## config.mk

```make
export PLATFORM = sky130hd
export DESIGN_NAME = tic_top
export DESIGN_NICKNAME = d
export VERILOG_FILES = /design/src/design/tic_pkg.sv /design/src/design/tic_edge_sticky.sv /design/src/design/tic_top.sv
export SDC_FILE = /design/constraint.sdc
export NUM_CORES = 1
export LEC_CHECK = 0
export BUFFER_PORTS_ARGS = -buffer_cell sky130_fd_sc_hd__buf_4
export CAP_MARGIN = 40
export CORE_MARGIN = 2
export CORE_UTILIZATION = 42
export DETAILED_ROUTE_END_ITERATION = 10
export PLACE_DENSITY = 0.83
export SLEW_MARGIN = 20
export SYNTH_ARGS = -nofsm -noshare
export SYNTH_HDL_FRONTEND = slang
export SYNTH_HIERARCHICAL = 1
export SYNTH_SLANG_ARGS = --single-unit
```

## constraint.sdc

```tcl
create_clock -name clk_sys -period 1.25 [get_ports clk_sys]
set_input_delay 0.0625 -clock clk_sys [delete_from_list [all_inputs] [get_ports clk_sys]]
set_output_delay 0.0625 -clock clk_sys [all_outputs]
set_load 0.01 [all_outputs]
```

## src/design/tic_pkg.sv

```systemverilog
package tic_pkg;

    // ************************************************************
    // register map (byte addresses on the apb bus)
    // ************************************************************
    localparam logic [7:0] ADDR_CONTROL  = 8'h00;
    localparam logic [7:0] ADDR_STATUS   = 8'h04;
    localparam logic [7:0] ADDR_MASK     = 8'h08;

    // ************************************************************
    // control register fields
    // ************************************************************
    localparam int         CTL_MASK3_POS = 0;
    localparam int         CTL_MASK4_POS = 1;
    localparam int         CTL_MASK5_POS = 2;
    localparam int         CTL_SEL_LSB   = 4;
    localparam int         CTL_EN_POS    = 7;
    localparam logic [2:0] SEL_RESET     = 3'h0;
    localparam logic [2:0] MASK_RESET    = 3'h0;
    localparam logic       EN_RESET      = 1'b0;
    localparam logic [3:0] NUM_RESET     = 4'h3;
    localparam logic       REQ_RESET     = 1'b0;

    // ************************************************************
    // status register fields
    // ************************************************************
    localparam int         NUM_CHAN      = 3;
    localparam logic [2:0] STAT_RESET    = 3'h0;
    localparam logic [2:0] SIRQ_MASK_RST = 3'h7;

    // ************************************************************
    // serial irq numbers, one per selector code
    // ************************************************************
    localparam logic [3:0] IRQ_OF_SEL [8] = '{4'h3, 4'h4, 4'h5, 4'ha,
                                              4'h6, 4'h7, 4'h9, 4'hb};

    // one-hot apb slave states
    typedef enum logic [1:0] {
        TIC_IDLE   = 2'b01,
        TIC_ACCESS = 2'b10
    } tic_apb_state_t;

endpackage

```

## src/design/tic_edge_sticky.sv

```systemverilog
`timescale 1ns/10ps
module tic_edge_sticky #(
    parameter int WIDTH = 3
) (
    // clock and reset
    input  wire logic             clk_sys,
    input  wire logic             resetn,
    // timer outputs
    input  wire logic [WIDTH-1:0] timer_out,
    // write-one-to-clear strobe
    input  wire logic             clr_en,
    input  wire logic [WIDTH-1:0] clr_bits,
    // sticky flags
    output logic      [WIDTH-1:0] pending
);

    logic [WIDTH-1:0] prev_q;
    logic [WIDTH-1:0] pend_q;
    logic [WIDTH-1:0] pend_d;
    logic [WIDTH-1:0] rise;

    // rising edge on each timer output
    assign rise    = timer_out & ~prev_q;
    // set beats clear, so an edge in the clearing cycle is kept
    assign pend_d  = rise | (pend_q & ~(clr_en ? clr_bits : '0));
    assign pending = pend_q;

    // edge history and flags
    always_ff @(posedge clk_sys or negedge resetn)
    begin
        if (!resetn)
        begin
            prev_q <= '0;
            pend_q <= '0;
        end
        else
        begin
            prev_q <= timer_out;
            pend_q <= pend_d;
        end
    end

endmodule

```

## src/design/tic_top.sv

```systemverilog
`timescale 1ns/10ps
module tic_top (
    // clock and reset
    input  wire logic        clk_sys,
    input  wire logic        resetn,
    // apb slave
    input  wire logic        psel,
    input  wire logic        penable,
    input  wire logic        pwrite,
    input  wire logic [7:0]  paddr,
    input  wire logic [31:0] pwdata,
    input  wire logic [3:0]  pstrb,
    output logic      [31:0] prdata,
    output logic             pready,
    output logic             pslverr,
    // timer outputs, channels 3, 4 and 5
    input  wire logic [2:0]  timer_out,
    // serial irq request
    output logic             sirq_req,
    output logic      [3:0]  sirq_num,
    output logic      [2:0]  sirq_sel,
    // summary interrupt
    output logic             irq
);

    // ************************************************************
    // apb decode
    // ************************************************************
    logic        acc;
    logic        wr;
    logic        hit_ctl;
    logic        hit_stat;
    logic        hit_msk;
    logic        hit_any;
    logic        lane0;

    // every access completes in its first access cycle
    assign acc      = psel & penable;
    assign wr       = acc & pwrite & ~pslverr;
    assign lane0    = pstrb[0];
    assign hit_ctl  = (paddr == tic_pkg::ADDR_CONTROL);
    assign hit_stat = (paddr == tic_pkg::ADDR_STATUS);
    assign hit_msk  = (paddr == tic_pkg::ADDR_MASK);
    assign hit_any  = hit_ctl | hit_stat | hit_msk;
    assign pready   = 1'b1;
    assign pslverr  = acc & ~hit_any;

    // ************************************************************
    // control register
    // ************************************************************
    logic [2:0]  mask_q;
    logic [2:0]  mask_d;
    logic [2:0]  sel_q;
    logic [2:0]  sel_d;
    logic        en_q;
    logic        en_d;
    logic        ctl_we;
    logic [7:0]  ctl_rd;

    // only defined bits are stored; the rest are dropped
    assign ctl_we = wr & hit_ctl & lane0;
    assign mask_d = ctl_we ? pwdata[tic_pkg::CTL_MASK5_POS:tic_pkg::CTL_MASK3_POS]
                           : mask_q;
    assign sel_d  = ctl_we ? pwdata[tic_pkg::CTL_SEL_LSB +: 3] : sel_q;
    assign en_d   = ctl_we ? pwdata[tic_pkg::CTL_EN_POS] : en_q;

    always_ff @(posedge clk_sys or negedge resetn)
    begin
        if (!resetn)
        begin
            mask_q <= tic_pkg::MASK_RESET;
            sel_q  <= tic_pkg::SEL_RESET;
            en_q   <= tic_pkg::EN_RESET;
        end
        else
        begin
            mask_q <= mask_d;
            sel_q  <= sel_d;
            en_q   <= en_d;
        end
    end

    // bit 3 is reserved and reads zero
    assign ctl_rd = {en_q, sel_q, 1'b0, mask_q};

    // ************************************************************
    // status flags
    // ************************************************************
    logic [2:0]  pend;
    logic        stat_clr;

    assign stat_clr = wr & hit_stat & lane0;

    tic_edge_sticky #(
        .WIDTH (tic_pkg::NUM_CHAN)
    ) u_sticky (
        .clk_sys   (clk_sys),
        .resetn    (resetn),
        .timer_out (timer_out),
        .clr_en    (stat_clr),
        .clr_bits  (pwdata[2:0]),
        .pending   (pend)
    );

    // ************************************************************
    // summary interrupt mask (separate from the channel masks)
    // ************************************************************
    logic [2:0]  imask_q;
    logic [2:0]  imask_d;

    assign imask_d = (wr & hit_msk & lane0) ? pwdata[2:0] : imask_q;

    always_ff @(posedge clk_sys or negedge resetn)
    begin
        if (!resetn)
            imask_q <= tic_pkg::SIRQ_MASK_RST;
        else
            imask_q <= imask_d;
    end

    // ************************************************************
    // request routing
    // ************************************************************
    logic        req_d;
    logic        req_q;
    logic        irq_q;
    logic [3:0]  num_q;

    // registered so the serializer sees a glitch-free level
    assign req_d = en_q & |(pend & mask_q);

    always_ff @(posedge clk_sys or negedge resetn)
    begin
        if (!resetn)
        begin
            req_q <= tic_pkg::REQ_RESET;
            irq_q <= tic_pkg::REQ_RESET;
            num_q <= tic_pkg::NUM_RESET;
        end
        else
        begin
            req_q <= req_d;
            irq_q <= |(pend & imask_q);
            num_q <= tic_pkg::IRQ_OF_SEL[sel_q];
        end
    end

    assign sirq_req = req_q;
    assign sirq_num = num_q;
    assign sirq_sel = sel_q;
    assign irq      = irq_q;

    // ************************************************************
    // read data
    // ************************************************************
    logic [31:0] rd_d;
    logic [31:0] rd_q;

    // upper bits of every register read as zero
    assign rd_d = (hit_ctl)  ? {24'h0, ctl_rd} :
                  (hit_stat) ? {29'h0, pend} :
                  (hit_msk)  ? {29'h0, imask_q} :
                               32'h0;

    // captured at setup so prdata is valid in the access cycle
    always_ff @(posedge clk_sys or negedge resetn)
    begin
        if (!resetn)
            rd_q <= 32'h0;
        else if (psel & ~penable & ~pwrite)
            rd_q <= rd_d;
    end

    assign prdata = rd_q;

endmodule

```

### Word-level counts from Yosys, hierarchy flattened

Memory sizes are Yosys's and may differ from the RTL's. A register that Yosys moved wholly into a read port is not among the register bits.
Index checks and enable logic that the tools add are counted.

| word-level totals | value |
|---|---|
| register bits after elaboration | 50 |
| output and inout port bits | 43 |
| memory bits (read-only) | 32 |
| word-level logic and storage cells | 47 |
| memories kept | 1 |

| cells by class | value |
|---|---|
| muxes and demuxes | 4 |
| bitwise logic cells | 27 |
| equal/unequal tests | 2 |
| reductions and logical operators | 4 |

Memory list:

| name | depth | width | read ports | clocked after memory_dff | wr ports | RTL line | text |
|---|---|---|---|---|---|---|---|
| (name not given) | 8 | 4 | 1 | 1 | 0 | tic_top.sv:144 | `num_q <= tic_pkg::IRQ_OF_SEL[sel_q];` |

Operator list:

| operator | count |
|---|---|
| $and A1 B1 Y1 | 13 |
| $and A3 B3 Y3 | 4 |
| $mux W3 | 3 |
| $eq A8 B3 Y1 const B | 1 |
| $eq A8 B4 Y1 const B | 1 |
| $logic_not A8 Y1 | 1 |
| $mux W8 | 1 |
| $not A3 Y3 | 2 |
| $reduce_or A3 Y1 | 2 |
| $not A1 Y1 | 4 |
| $not A3 Y4 | 1 |
| $or A3 B3 Y3 | 1 |
| $or A1 B1 Y1 | 2 |
| $logic_not A1 Y1 | 1 |

### Longest topological paths before layout

Gate-level depths: netlist (run 1).

| depth | value |
|---|---|
| word-level depth | 13 |
| gate-level depth with buffers | 5 |
| mapped depth without buffers | 5 |

### Hierarchy

The synthesis (run 1) kept the hierarchy.

By module, submodules not included:

| module | instances | area each (µm²) | cells an instance |
|---|---|---|---|
| tic_top | 1 | 1322.5 | 120 |
| tic_edge_sticky | 1 | 198.9 | 15 |

### Worst setup path before layout (run 1)

Ideal clock, no wire load.

| timing | value |
|---|---|
| path type | reg2reg |
| start | reg sel_q[0] (netlist: sirq_sel[0]) |
| end | reg num_q[2] (netlist: sirq_num[2]) |
| period minus slack after synthesis | 1177 ps |
| data arrival time | 1053 ps |
| setup time | 125 ps |
| slack | 73 ps |
| cell stages (with the launch flop) | 4 |
| cells stage by stage | dfrtp_1 > inv_1 > ha_1 > mux2_2 |

| between the ends | value |
|---|---|
| longest elaborated chain between the ends | 1 |

Ends and longest elaborated chain:

| item | RTL line | text |
|---|---|---|
| start, declared | tic_top.sv:53 | `logic [2:0] sel_q;` |
| start signal, assigned | tic_top.sv:72 | `sel_q <= tic_pkg::SEL_RESET;` |
| start signal, assigned | tic_top.sv:78 | `sel_q <= sel_d;` |
| $not A3 Y4 (not written as such) | tic_top.sv:144 |  |
| end, declared | tic_top.sv:127 | `logic [3:0] num_q;` |

Every way passes these cells.
A chain may end at the register's enable or synchronous reset.

### Worst setup path after layout (run 1)

Same ends and word-level chain as after synthesis.

==> qor.yml, run 1 <==
pwr:
  irDropWorstVdd_uv: 729
  cellPowerDensity_mw_per_mm2: 894
  power_mw: 1.78
  leakagePower_nw: 1.00
clock_tree:
  hold_buffers: 11
  clock_sinks: 29
  clk_path_buf_depth: 2
  cts_buffers: 5
  cts_setup_buffers: 0
  clk_pin_slew_worst_paths_ns: 0.10
  tritoncts: "done"
  htree_levels: 2
  clk_latency_ns: 0.34
  clock_tree.root_cell: "clkbuf_4"
  cts_resized: 0
layout:
  antennaDiodeCount: 0
  fillers: 283
  fin_nets: 250
  layout-drive-gt1-share_pct: 39.3
  syn_to_final_growth_pct: 30.6
  fin_area_mm2: 0.00199
  final_cell_mix: "47 x buf_4, 26 x conb_1, 24 x dfrtp_1"
  fin_cells: 242
  utilization_pct: 58.2
  final_common_cell: "buf_4"
worst_setup_path:
  path_class: "flop to flop"
  arrival_ns: 1.37
  end_kind: "flop"
  worst-path-buf-inv: 1
  cp-start-kind: "flop"
  slowest_delay_ns: 0.39
  cp_max_fo: 3
  path_delay_family: "flip-flops"
  cp_data_required_time_ns: 1.48
  cpMaxStageDelayCell: "dfrtp_1"
  crit_path_cell_trace: "inv_1 > ha_1 > mux2_2"
route:
  drc_errors: 0
  routedWlPerCell_um: 12.2
  dr.pass1.iters: 4
  antenna_left: 0
  routed_wl_um: 2960
  drtIter0Drc: 48
  vias_per_cell: 4.55
  vias: 1100
sta:
  layout_min_cycle_time_ns: 1.13
  fmax_mhz: 882
  holdWs_ns: 0.0357
  rsz0062_at_grt: "no"
  finClkSkew_ns: 0.00864
  hold_viol: 0
  setup_viol: 0
  slew_viol_final: 0
  final.period_utilization_pct: 90.7
synthesis:
  syn_area_mm2: 0.00152
  ys_warn_count: 6
  yosysSeqAreaShare_pct: 48.1
  synth-seq-cells: 29
  avgSynthCellArea_um2: 11.3
  netlist_top_cells_area: "dfrtp_1 39%, buf_4 13%, mux2_2 8.9%, dfstp_2 8.6%, nand2_1 3.9%"
  yosysTopAreaCell: "dfrtp_1"
  synth_top_area_share_pct: 39.5
  ys_types: 30
  netlist_instances: 135
global_route:
  grt_pass1_vias: 1102
  grt_first_pass_wirelength_um: 5140
  grtUsageTotal_pct: 16.4
  grt_max_degree: 30
  grt_overflow: 0
  antenna_found_initial: 0
floorplanning:
  fp.dieW_um: 64.2
  dieArea_mm2: 0.00412
  rows: 21
  start_util_pct: 44.5
  dieHeight_um: 64.2
  core_mm2: 0.00342
  ioPinCount: 95
job:
  drv_cap: 0
place:
  dpl.cell_count: 223
  gp_congestion: 0.797
  numPortBuffers: 40
  place_area_mm2: 0.00181
  place_hpwl_um: 2170
min_path:
  hp-class: "input pin to flop"
outcome:
  status: "finished clean"
[metrics by stage]
step / setup WS [ns] / TNS, ns
2_1_floorplan: 0.0726 / 0
3_3_place_gp: -0.00197 / -0.00761
3_5_place_dp: 0.00345 / 0
4_1_cts: 0.128 / 0
5_1_grt: 0.0691 / 0
6_report: 0.116 / 0
[final cells by class]
class	count	area (um2)	share of cell area (%)
clock buffers	6	51.3	2.58
clock inverters	2	13.8	0.693
inverters	7	26.3	1.32
multi-input cells	94	643	32.4
flip-flops and latches	29	732	36.8
well taps	46	57.6	2.90
repair buffers	58	463	23.3
[registers in the layout, summed over array words and instances (netlist names)]
register,cells
mask_q,3
imask_q,3
u_sticky/prev_q,3
sirq_num,4
u_sticky/pending,3
sirq_sel,3
prdata,7
en_q,1
irq,1
sirq_req,1
[power breakdown]
group          total [mW]  switching [mW]  internal [mW]
registers           0.951         0.00331          0.947
logic               0.208           0.111         0.0969
clock network       0.618           0.344          0.274
[cell families (layout without fill, tap and decap cells)]
logic type	Yosys count	count (layout)	synth area share (%)
AO/OA/AOI/OAI	16	16	7.81
adder cells (fa/ha/maj)	3	3	2.47
buffers and inverters	36	73	15.5
flip-flops	29	29	48.1
multiplexers	14	14	10.2
other	2	26	0.494
AND/OR/NAND/NOR	35	35	15.4
[cell usage after synthesis]
cell and count:
a222oi_1 2, a22o_1 3, a31oi_1 1, and2b_2 1
and4_1 1, and4b_1 1, buf_4 26, clkbuf_1 2
clkbuf_4 1, conb_1 2, dfrtp_1 24, dfstp_2 5
ha_1 3, inv_1 7, mux2_2 12, mux2i_1 2
nand2_1 16, nand2b_1 3, nand3_1 1, nand4_1 1
nand4_4 1, nor2_1 1, nor2b_1 4, nor3b_1 1
nor4_4 2, o21ai_0 5, o221ai_1 3, o31ai_1 2
or3b_2 1, or4_1 1
[worst paths after layout]
kind | depth (start not counted) | slack (ns) | endpoint | from
worst min register to register | 2 | 0.49 | prdata[5]$_DFFE_PN0P_ | prdata[5]$_DFFE_PN0P_
max in group asynchronous | 2 | 0.76 | imask_q[2]$_DFFE_PN1P_ | resetn
min in group asynchronous | 2 | 0.18 | sirq_num[2]$_DFF_PN0_ | resetn
worst max register to register | 3 | 0.12 | sirq_num[2]$_DFF_PN0_ | sirq_sel[0]$_DFFE_PN0P_
worst max-delay path | 3 | 0.12 | sirq_num[2]$_DFF_PN0_ | sirq_sel[0]$_DFFE_PN0P_
worst min-delay path | 4 | 0.04 | prdata[6]$_DFFE_PN0P_ | pwrite
[routing by layer]
layer	routed length, um	GRT usage, %
met1	1300	20.7
met2	1370	24.3
met3	216	5.46
met4	74	9.84
met5	0	0
[tightest hold or removal path, cell delays in order]
cell and delay [ns]:
buf_4 0.09, nor3b_1 0.06, nand2_1 0.07, o21ai_0 0.06
(Power assumes the default switching activity.)
==> inputs of run 2 (changes only) <==
--- a/config.mk
+++ b/config.mk
@@ -5,10 +5,11 @@
 export SDC_FILE = /design/constraint.sdc
 export NUM_CORES = 1
 export LEC_CHECK = 0
+export ABC_AREA = 1
 export BUFFER_PORTS_ARGS = -buffer_cell sky130_fd_sc_hd__buf_4
 export CAP_MARGIN = 40
 export CORE_MARGIN = 2
-export CORE_UTILIZATION = 42
+export CORE_UTILIZATION = 43
 export DETAILED_ROUTE_END_ITERATION = 10
 export PLACE_DENSITY = 0.83
 export SLEW_MARGIN = 20
==> run 2 against run 1 <==
  * Final area increased by 1.6%
  * Area after synthesis increased by 5.5%
  * Core utilization is 2.6 points lower
  * Clock-buffer cell count unchanged
  * Global-route usage fell by 2.2 points
  * Largest power group unchanged
  * Critical path type is now input pin to primary output
  * Largest cell class unchanged
  * Critical path depth grew 6
  * Sequential share of layout area down 0.59 points
  * Register-to-register slack gained 0.04 ns
  * Highest routed layer unchanged
==> qor.yml, run 2 <==
worst_setup_path:
  worst-r2r-cell-count: 3
  cp.depth: 9
  r2r-end: "sirq_num[2]$_DFF_PN0_"
  cp_max_fo: 5
  worst-r2r-setup-slack_ns: 0.16
  worst-path-buf-inv: 4
  end_kind: "primary output"
  path_delay_family: "simple AND/OR/NAND/NOR gates"
  slowest_delay_ns: 0.18
  crit_path_cell_trace: "buf_4 > nor2_1 > nand2_2 > nor2_2 > nor2_1 > nand2_4 > buf_4 > inv_2 > buf_4"
  crit_path_end: "pslverr"
  cpMaxStageDelayCell: "nor2_2"
  crit_start: "paddr[5]"
  path_class: "input pin to primary output"
  cp_data_required_time_ns: 1.19
  arrival_ns: 1.04
  path_common_cell: "buf_4"
  timing.rr.start: "sirq_sel[1]$_DFFE_PN0P_"
  cp-start-kind: "input pin"
floorplanning:
  ioPinCount: 95
  rows: 22
  fp.dieW_um: 65.1
  start_util_pct: 44.2
  dieHeight_um: 65.1
  dieArea_mm2: 0.00424
  core_mm2: 0.00363
place:
  numPortBuffers: 40
  place_hpwl_um: 2220
  dpl.cell_count: 276
  gp_congestion: 0.828
  dp_slack_ns: -0.0638
layout:
  fin_nets: 294
  fillers: 335
  final_cell_mix: "55 x nand2_1, 47 x buf_4, 26 x conb_1"
  fin_cells: 288
  layout-drive-gt1-share_pct: 33.3
  utilization_pct: 55.6
  largest_reg_flops: 7
  final_common_cell: "nand2_1"
  antennaDiodeCount: 0
  syn_to_final_growth_pct: 25.8
global_route:
  grt_first_pass_wirelength_um: 4630
  grt_pass1_vias: 1105
  grt_overflow: 0
  grt_max_degree: 30
  grtUsageTotal_pct: 14.2
  antenna_found_initial: 0
clock_tree:
  htree_levels: 2
  clock_tree.root_cell: "clkbuf_8"
  tritoncts: "done"
  cts_buffers: 5
  clk_latency_ns: 0.27
  clk_path_buf_depth: 2
  cts_setup_buffers: 0
  clock_sinks: 29
  clk_pin_slew_worst_paths_ns: 0.06
route:
  vias: 1223
  drtIter0Drc: 31
  routedWlPerCell_um: 9.81
  dr.pass1.iters: 4
  antenna_left: 0
  drc_errors: 0
  vias_per_cell: 4.25
  routed_wl_um: 2830
sta:
  setup_viol: 0
  layout_min_cycle_time_ns: 1.10
  rsz0062_at_grt: "no"
  holdWs_ns: 0.0251
  slew_viol_final: 0
  finClkSkew_ns: 0.00361
  fin_ws_ns: 0.151
  final.period_utilization_pct: 87.9
  hold_viol: 0
  fmax_mhz: 910
synthesis:
  synth-edff-count: 0
  ys_types: 28
  synthTopCellsByCount: "55 x nand2_1, 26 x buf_4, 24 x dfrtp_1, 15 x inv_1, 14 x nor2_1"
  async_flop_share_pct: 100
  syn_area_mm2: 0.00161
  avgSynthCellArea_um2: 8.68
  synth_most_common_cell: "nand2_1"
  netlist_top_cells_area: "dfrtp_1 37%, nand2_1 13%, buf_4 12%, dfstp_2 8.2%, inv_1 3.5%"
  yosysTopAreaCell: "dfrtp_1"
  yosysSeqAreaShare_pct: 45.6
  synth_top_area_share_pct: 37.4
  netlist_instances: 185
  ys_warn_count: 6
  synth_ff_type: "dfrtp_1"
  synth-seq-cells: 29
min_path:
  hp-class: "input pin to flop"
pwr:
  power_mw: 1.86
  leakagePower_nw: 1.11
  irDropWorstVdd_uv: 425
  cellPowerDensity_mw_per_mm2: 923
outcome:
  status: "finished clean"
job:
  drv_cap: 0
[run 2: cell types whose count changed after synthesis, moves of 3 or more]
cell	delta
nand2_1	+39
nor2_1	+13
mux2_2	-12
inv_1	+8
a21oi_2	+6
nor2_2	+6
nand3_1	+4
nor2b_1	-4
o21ai_0	-4
a22o_1	-3
nand2b_1	-3
o221ai_1	-3
[run 2: final cells by class]
class                      instances  area, um2  share of cell area [%]
clock buffer                       6       72.6                    3.59
clock inverter                     2       10.0                   0.496
tap                               48       60.1                    2.97
multi-input combinational        135        688                    34.1
timing repair buffer              51        393                    19.5
inverter                          17       63.8                    3.16
sequential                        29        732                    36.2
[run 2: worst min-delay path by stage]
stage	from	end	slack, ns	depth (start not counted)
final	pwdata[6]	sirq_sel[2]$_DFFE_PN0P_	0.03	3
after global routing	pwdata[4]	sirq_sel[0]$_DFFE_PN0P_	0.04	3
after detailed placement	resetn	sirq_num[2]$_DFF_PN0_	-0.002	1
after CTS	pwdata[6]	sirq_sel[2]$_DFFE_PN0P_	0.03	3
after global placement	resetn	sirq_num[3]$_DFF_PN0_	-0.006	1
after floorplan	resetn	en_q$_DFFE_PN0P_	-0.23	0
[run 2: logic make-up (layout without fill, tap and decap cells)]
kind of cell / count (synthesis) / count (layout) / synth area share, %
AO/OA/AOI/OAI: 15 / 15 / 7.09
adder cells (fa/ha/maj): 3 / 3 / 2.34
buffers and inverters: 45 / 76 / 17.1
flip-flops: 29 / 29 / 45.6
multiplexers: 1 / 1 / 0.624
other: 2 / 26 / 0.468
AND/OR/NAND/NOR: 90 / 90 / 26.7
[run 2: worst register-to-register path, stage by stage (launching register included)]
cell and delay (ns):
dfrtp_1 0.41, inv_1 0.10, ha_1 0.29, o21a_1 0.17
[run 2: metrics by stage]
step / cell area, um2 / setup TNS, ns
6_report: 2020 / 0
5_1_grt: 2020 / 0
4_1_cts: 2020 / 0
3_5_place_dp: 1900 / -0.146
3_3_place_gp: 1900 / 0
2_1_floorplan: 1700 / 0
[run 2: metal layers]
layer  up-vias  global-route usage (%)  share of wire (%)  wire [um]
li1        629                       -                  -          -
met1       546                    17.6                 45       1260
met2        44                    23.5                 49       1370
met3         4                    3.77                5.3        149
met4         0                    6.25                1.6         46
met5         -                       0                  0          0
[run 2: timing repair]
| item | in CTS | in global routing |
|---|---|---|
| gates resized for setup | 0 | 0 |
| hold endpoints to repair | 33 | 0 |
| hold buffers | 4 | 0 |
[run 2: report_power, final]
group / switching (mW) / leakage, nW / internal [mW]
logic: 0.116 / 0.738 / 0.0849
clock network: 0.321 / 0.0450 / 0.384
registers: 0.00484 / 0.323 / 0.952
==> inputs of run 3 (changes only) <==
--- a/config.mk
+++ b/config.mk
@@ -12,6 +12,7 @@
 export CORE_UTILIZATION = 43
 export DETAILED_ROUTE_END_ITERATION = 10
 export PLACE_DENSITY = 0.83
+export RECOVER_POWER = 25
 export SLEW_MARGIN = 20
 export SYNTH_ARGS = -nofsm -noshare
 export SYNTH_HDL_FRONTEND = slang
==> run 3 against run 2 <==
  * Setup slack did not move
  * Clock-buffer cell count stayed put
  * Clock skew stayed put
  * Core utilization is 0.069 points lower
  * Largest power group unchanged
  * Final area decreased by 0.12%
  * Critical path type unchanged
==> qor.yml, run 3 (synthesized netlist as in run 2, its figures left out) <==
sta:
  max_slew_margin_pct: 55.2
  finClkSkew_ns: 0.00361
  slew_viol_final: 0
  hold_viol: 0
  setup_tns_ns: 0
  layout_min_cycle_time_ns: 1.10
  rsz0062_at_grt: "no"
  final.period_utilization_pct: 87.9
  worst_pin_slew_ns: 0.672
  fmax_mhz: 910
  setup_viol: 0
worst_setup_path:
  arrival_ns: 1.04
  end_kind: "primary output"
  path_common_cell: "buf_4"
  cp-start-kind: "input pin"
  slowest_delay_ns: 0.18
  crit_path_cell_trace: "buf_4 > nor2_1 > nand2_2 > nor2_2 > nor2_1 > nand2_4 > buf_4 > inv_2 > buf_4"
  r2r-end: "sirq_num[2]$_DFF_PN0_"
  cp_max_fo: 5
  path_class: "input pin to primary output"
  worst-r2r-cell-count: 3
  cpMaxStageDelayCell: "nor2_2"
  crit_path_end: "pslverr"
  cp_data_required_time_ns: 1.19
  worst-r2r-setup-slack_ns: 0.16
  crit_start: "paddr[5]"
  timing.rr.start: "sirq_sel[1]$_DFFE_PN0P_"
layout:
  utilization_pct: 55.5
  fillers: 336
  syn_to_final_growth_pct: 25.6
  fin_nets: 294
  largest_reg_flops: 7
  layout-drive-gt1-share_pct: 33.3
  final_common_cell: "nand2_1"
  antennaDiodeCount: 0
  final_cell_mix: "55 x nand2_1, 44 x buf_4, 26 x conb_1"
floorplanning:
  dieHeight_um: 65.1
  core_mm2: 0.00363
  rows: 22
  ioPinCount: 95
  fp.dieW_um: 65.1
  dieArea_mm2: 0.00424
  start_util_pct: 44.2
pwr:
  irDropWorstVdd_uv: 425
  cellPowerDensity_mw_per_mm2: 923
  leakagePower_nw: 1.11
route:
  drtIter0Drc: 31
  routed_wl_um: 2820
  vias: 1225
  routedWlPerCell_um: 9.79
  antenna_left: 0
  vias_per_cell: 4.25
  dr.pass1.iters: 4
  drc_errors: 0
global_route:
  grt_overflow: 0
  grt_first_pass_wirelength_um: 4630
  grt_max_degree: 30
  antenna_found_initial: 0
  grt_pass1_vias: 1105
  grtUsageTotal_pct: 14.2
clock_tree:
  htree_levels: 2
  cts_buffers: 5
  clock_sinks: 29
  clk_pin_slew_worst_paths_ns: 0.06
  clk_latency_ns: 0.27
  tritoncts: "done"
  clk_path_buf_depth: 2
  clock_tree.root_cell: "clkbuf_8"
  cts_resized: 0
place:
  numPortBuffers: 40
  gp_congestion: 0.828
  place_hpwl_um: 2220
min_path:
  hp-class: "input pin to flop"
job:
  drv_cap: 0
outcome:
  status: "finished clean"
[run 3: cell count changes in the layout (fill, tap and decap cells not counted)]
cell	before	now
clkbuf_2	0	1
buf_4	47	44
clkbuf_4	0	2
[run 3: per-stage QoR]
stage	cells	cell area [um2]	hold WS (ns)	total power [mW]	setup WS (ns)
3_3_place_gp	276	1900	-0.00635	1.16	0.0000788
3_5_place_dp	276	1900	-0.00220	1.17	-0.0638
4_1_cts	288	2020	0.0252	1.88	0.143
6_report	288	2020	0.0251	1.86	0.151
5_1_grt	288	2020	0.0358	1.94	0.0219
2_1_floorplan	209	1700	-0.233	1.12	0.132
[run 3: per-layer routing]
layer | vias to the layer above | GRT usage, % | share of wire [%]
li1 | 631 | - | -
met1 | 546 | 17.6 | 45
met2 | 44 | 23.5 | 48
met3 | 4 | 3.77 | 5.3
met4 | 0 | 6.25 | 1.6
met5 | - | 0 | 0
[run 3: power by group]
part           internal (mW)  switching, mW  leakage [nW]
Sequential             0.952        0.00483         0.323
Combinational         0.0835          0.116         0.737
Clock                  0.384          0.321        0.0450
[run 3: final cells by class]
type                       count  area [um2]  share of cell area, %
multi-input combinational    135         688                   34.1
tap                           48        60.1                   2.98
sequential                    29         732                   36.3
timing repair buffer          51         390                   19.4
clock inverter                 2        10.0                  0.496
clock buffer                   6        72.6                   3.60
inverter                      17        63.8                   3.16
[run 3: timing repair]
action / in CTS / in global routing
endpoints found under the hold margin: 33 / 0
setup buffers: 0 / 0
hold buffers: 4 / 0
[run 3: critical path, delay by kind of cell]
kind                   cells  cell delay (ns)
buffers and inverters      4             0.40
and+or+nand+nor            5             0.59
[run 3: how the worst min path moves through the flow]
stage                    from  cells after the start  slack [ns]                       to
finish              pwdata[6]                      3        0.03  sirq_sel[2]$_DFFE_PN0P_
global route        pwdata[4]                      3        0.04  sirq_sel[0]$_DFFE_PN0P_
CTS                 pwdata[6]                      3        0.03  sirq_sel[2]$_DFFE_PN0P_
detailed placement     resetn                      1      -0.002    sirq_num[2]$_DFF_PN0_
global placement       resetn                      1      -0.006    sirq_num[3]$_DFF_PN0_
floorplan              resetn                      0       -0.23         en_q$_DFFE_PN0P_
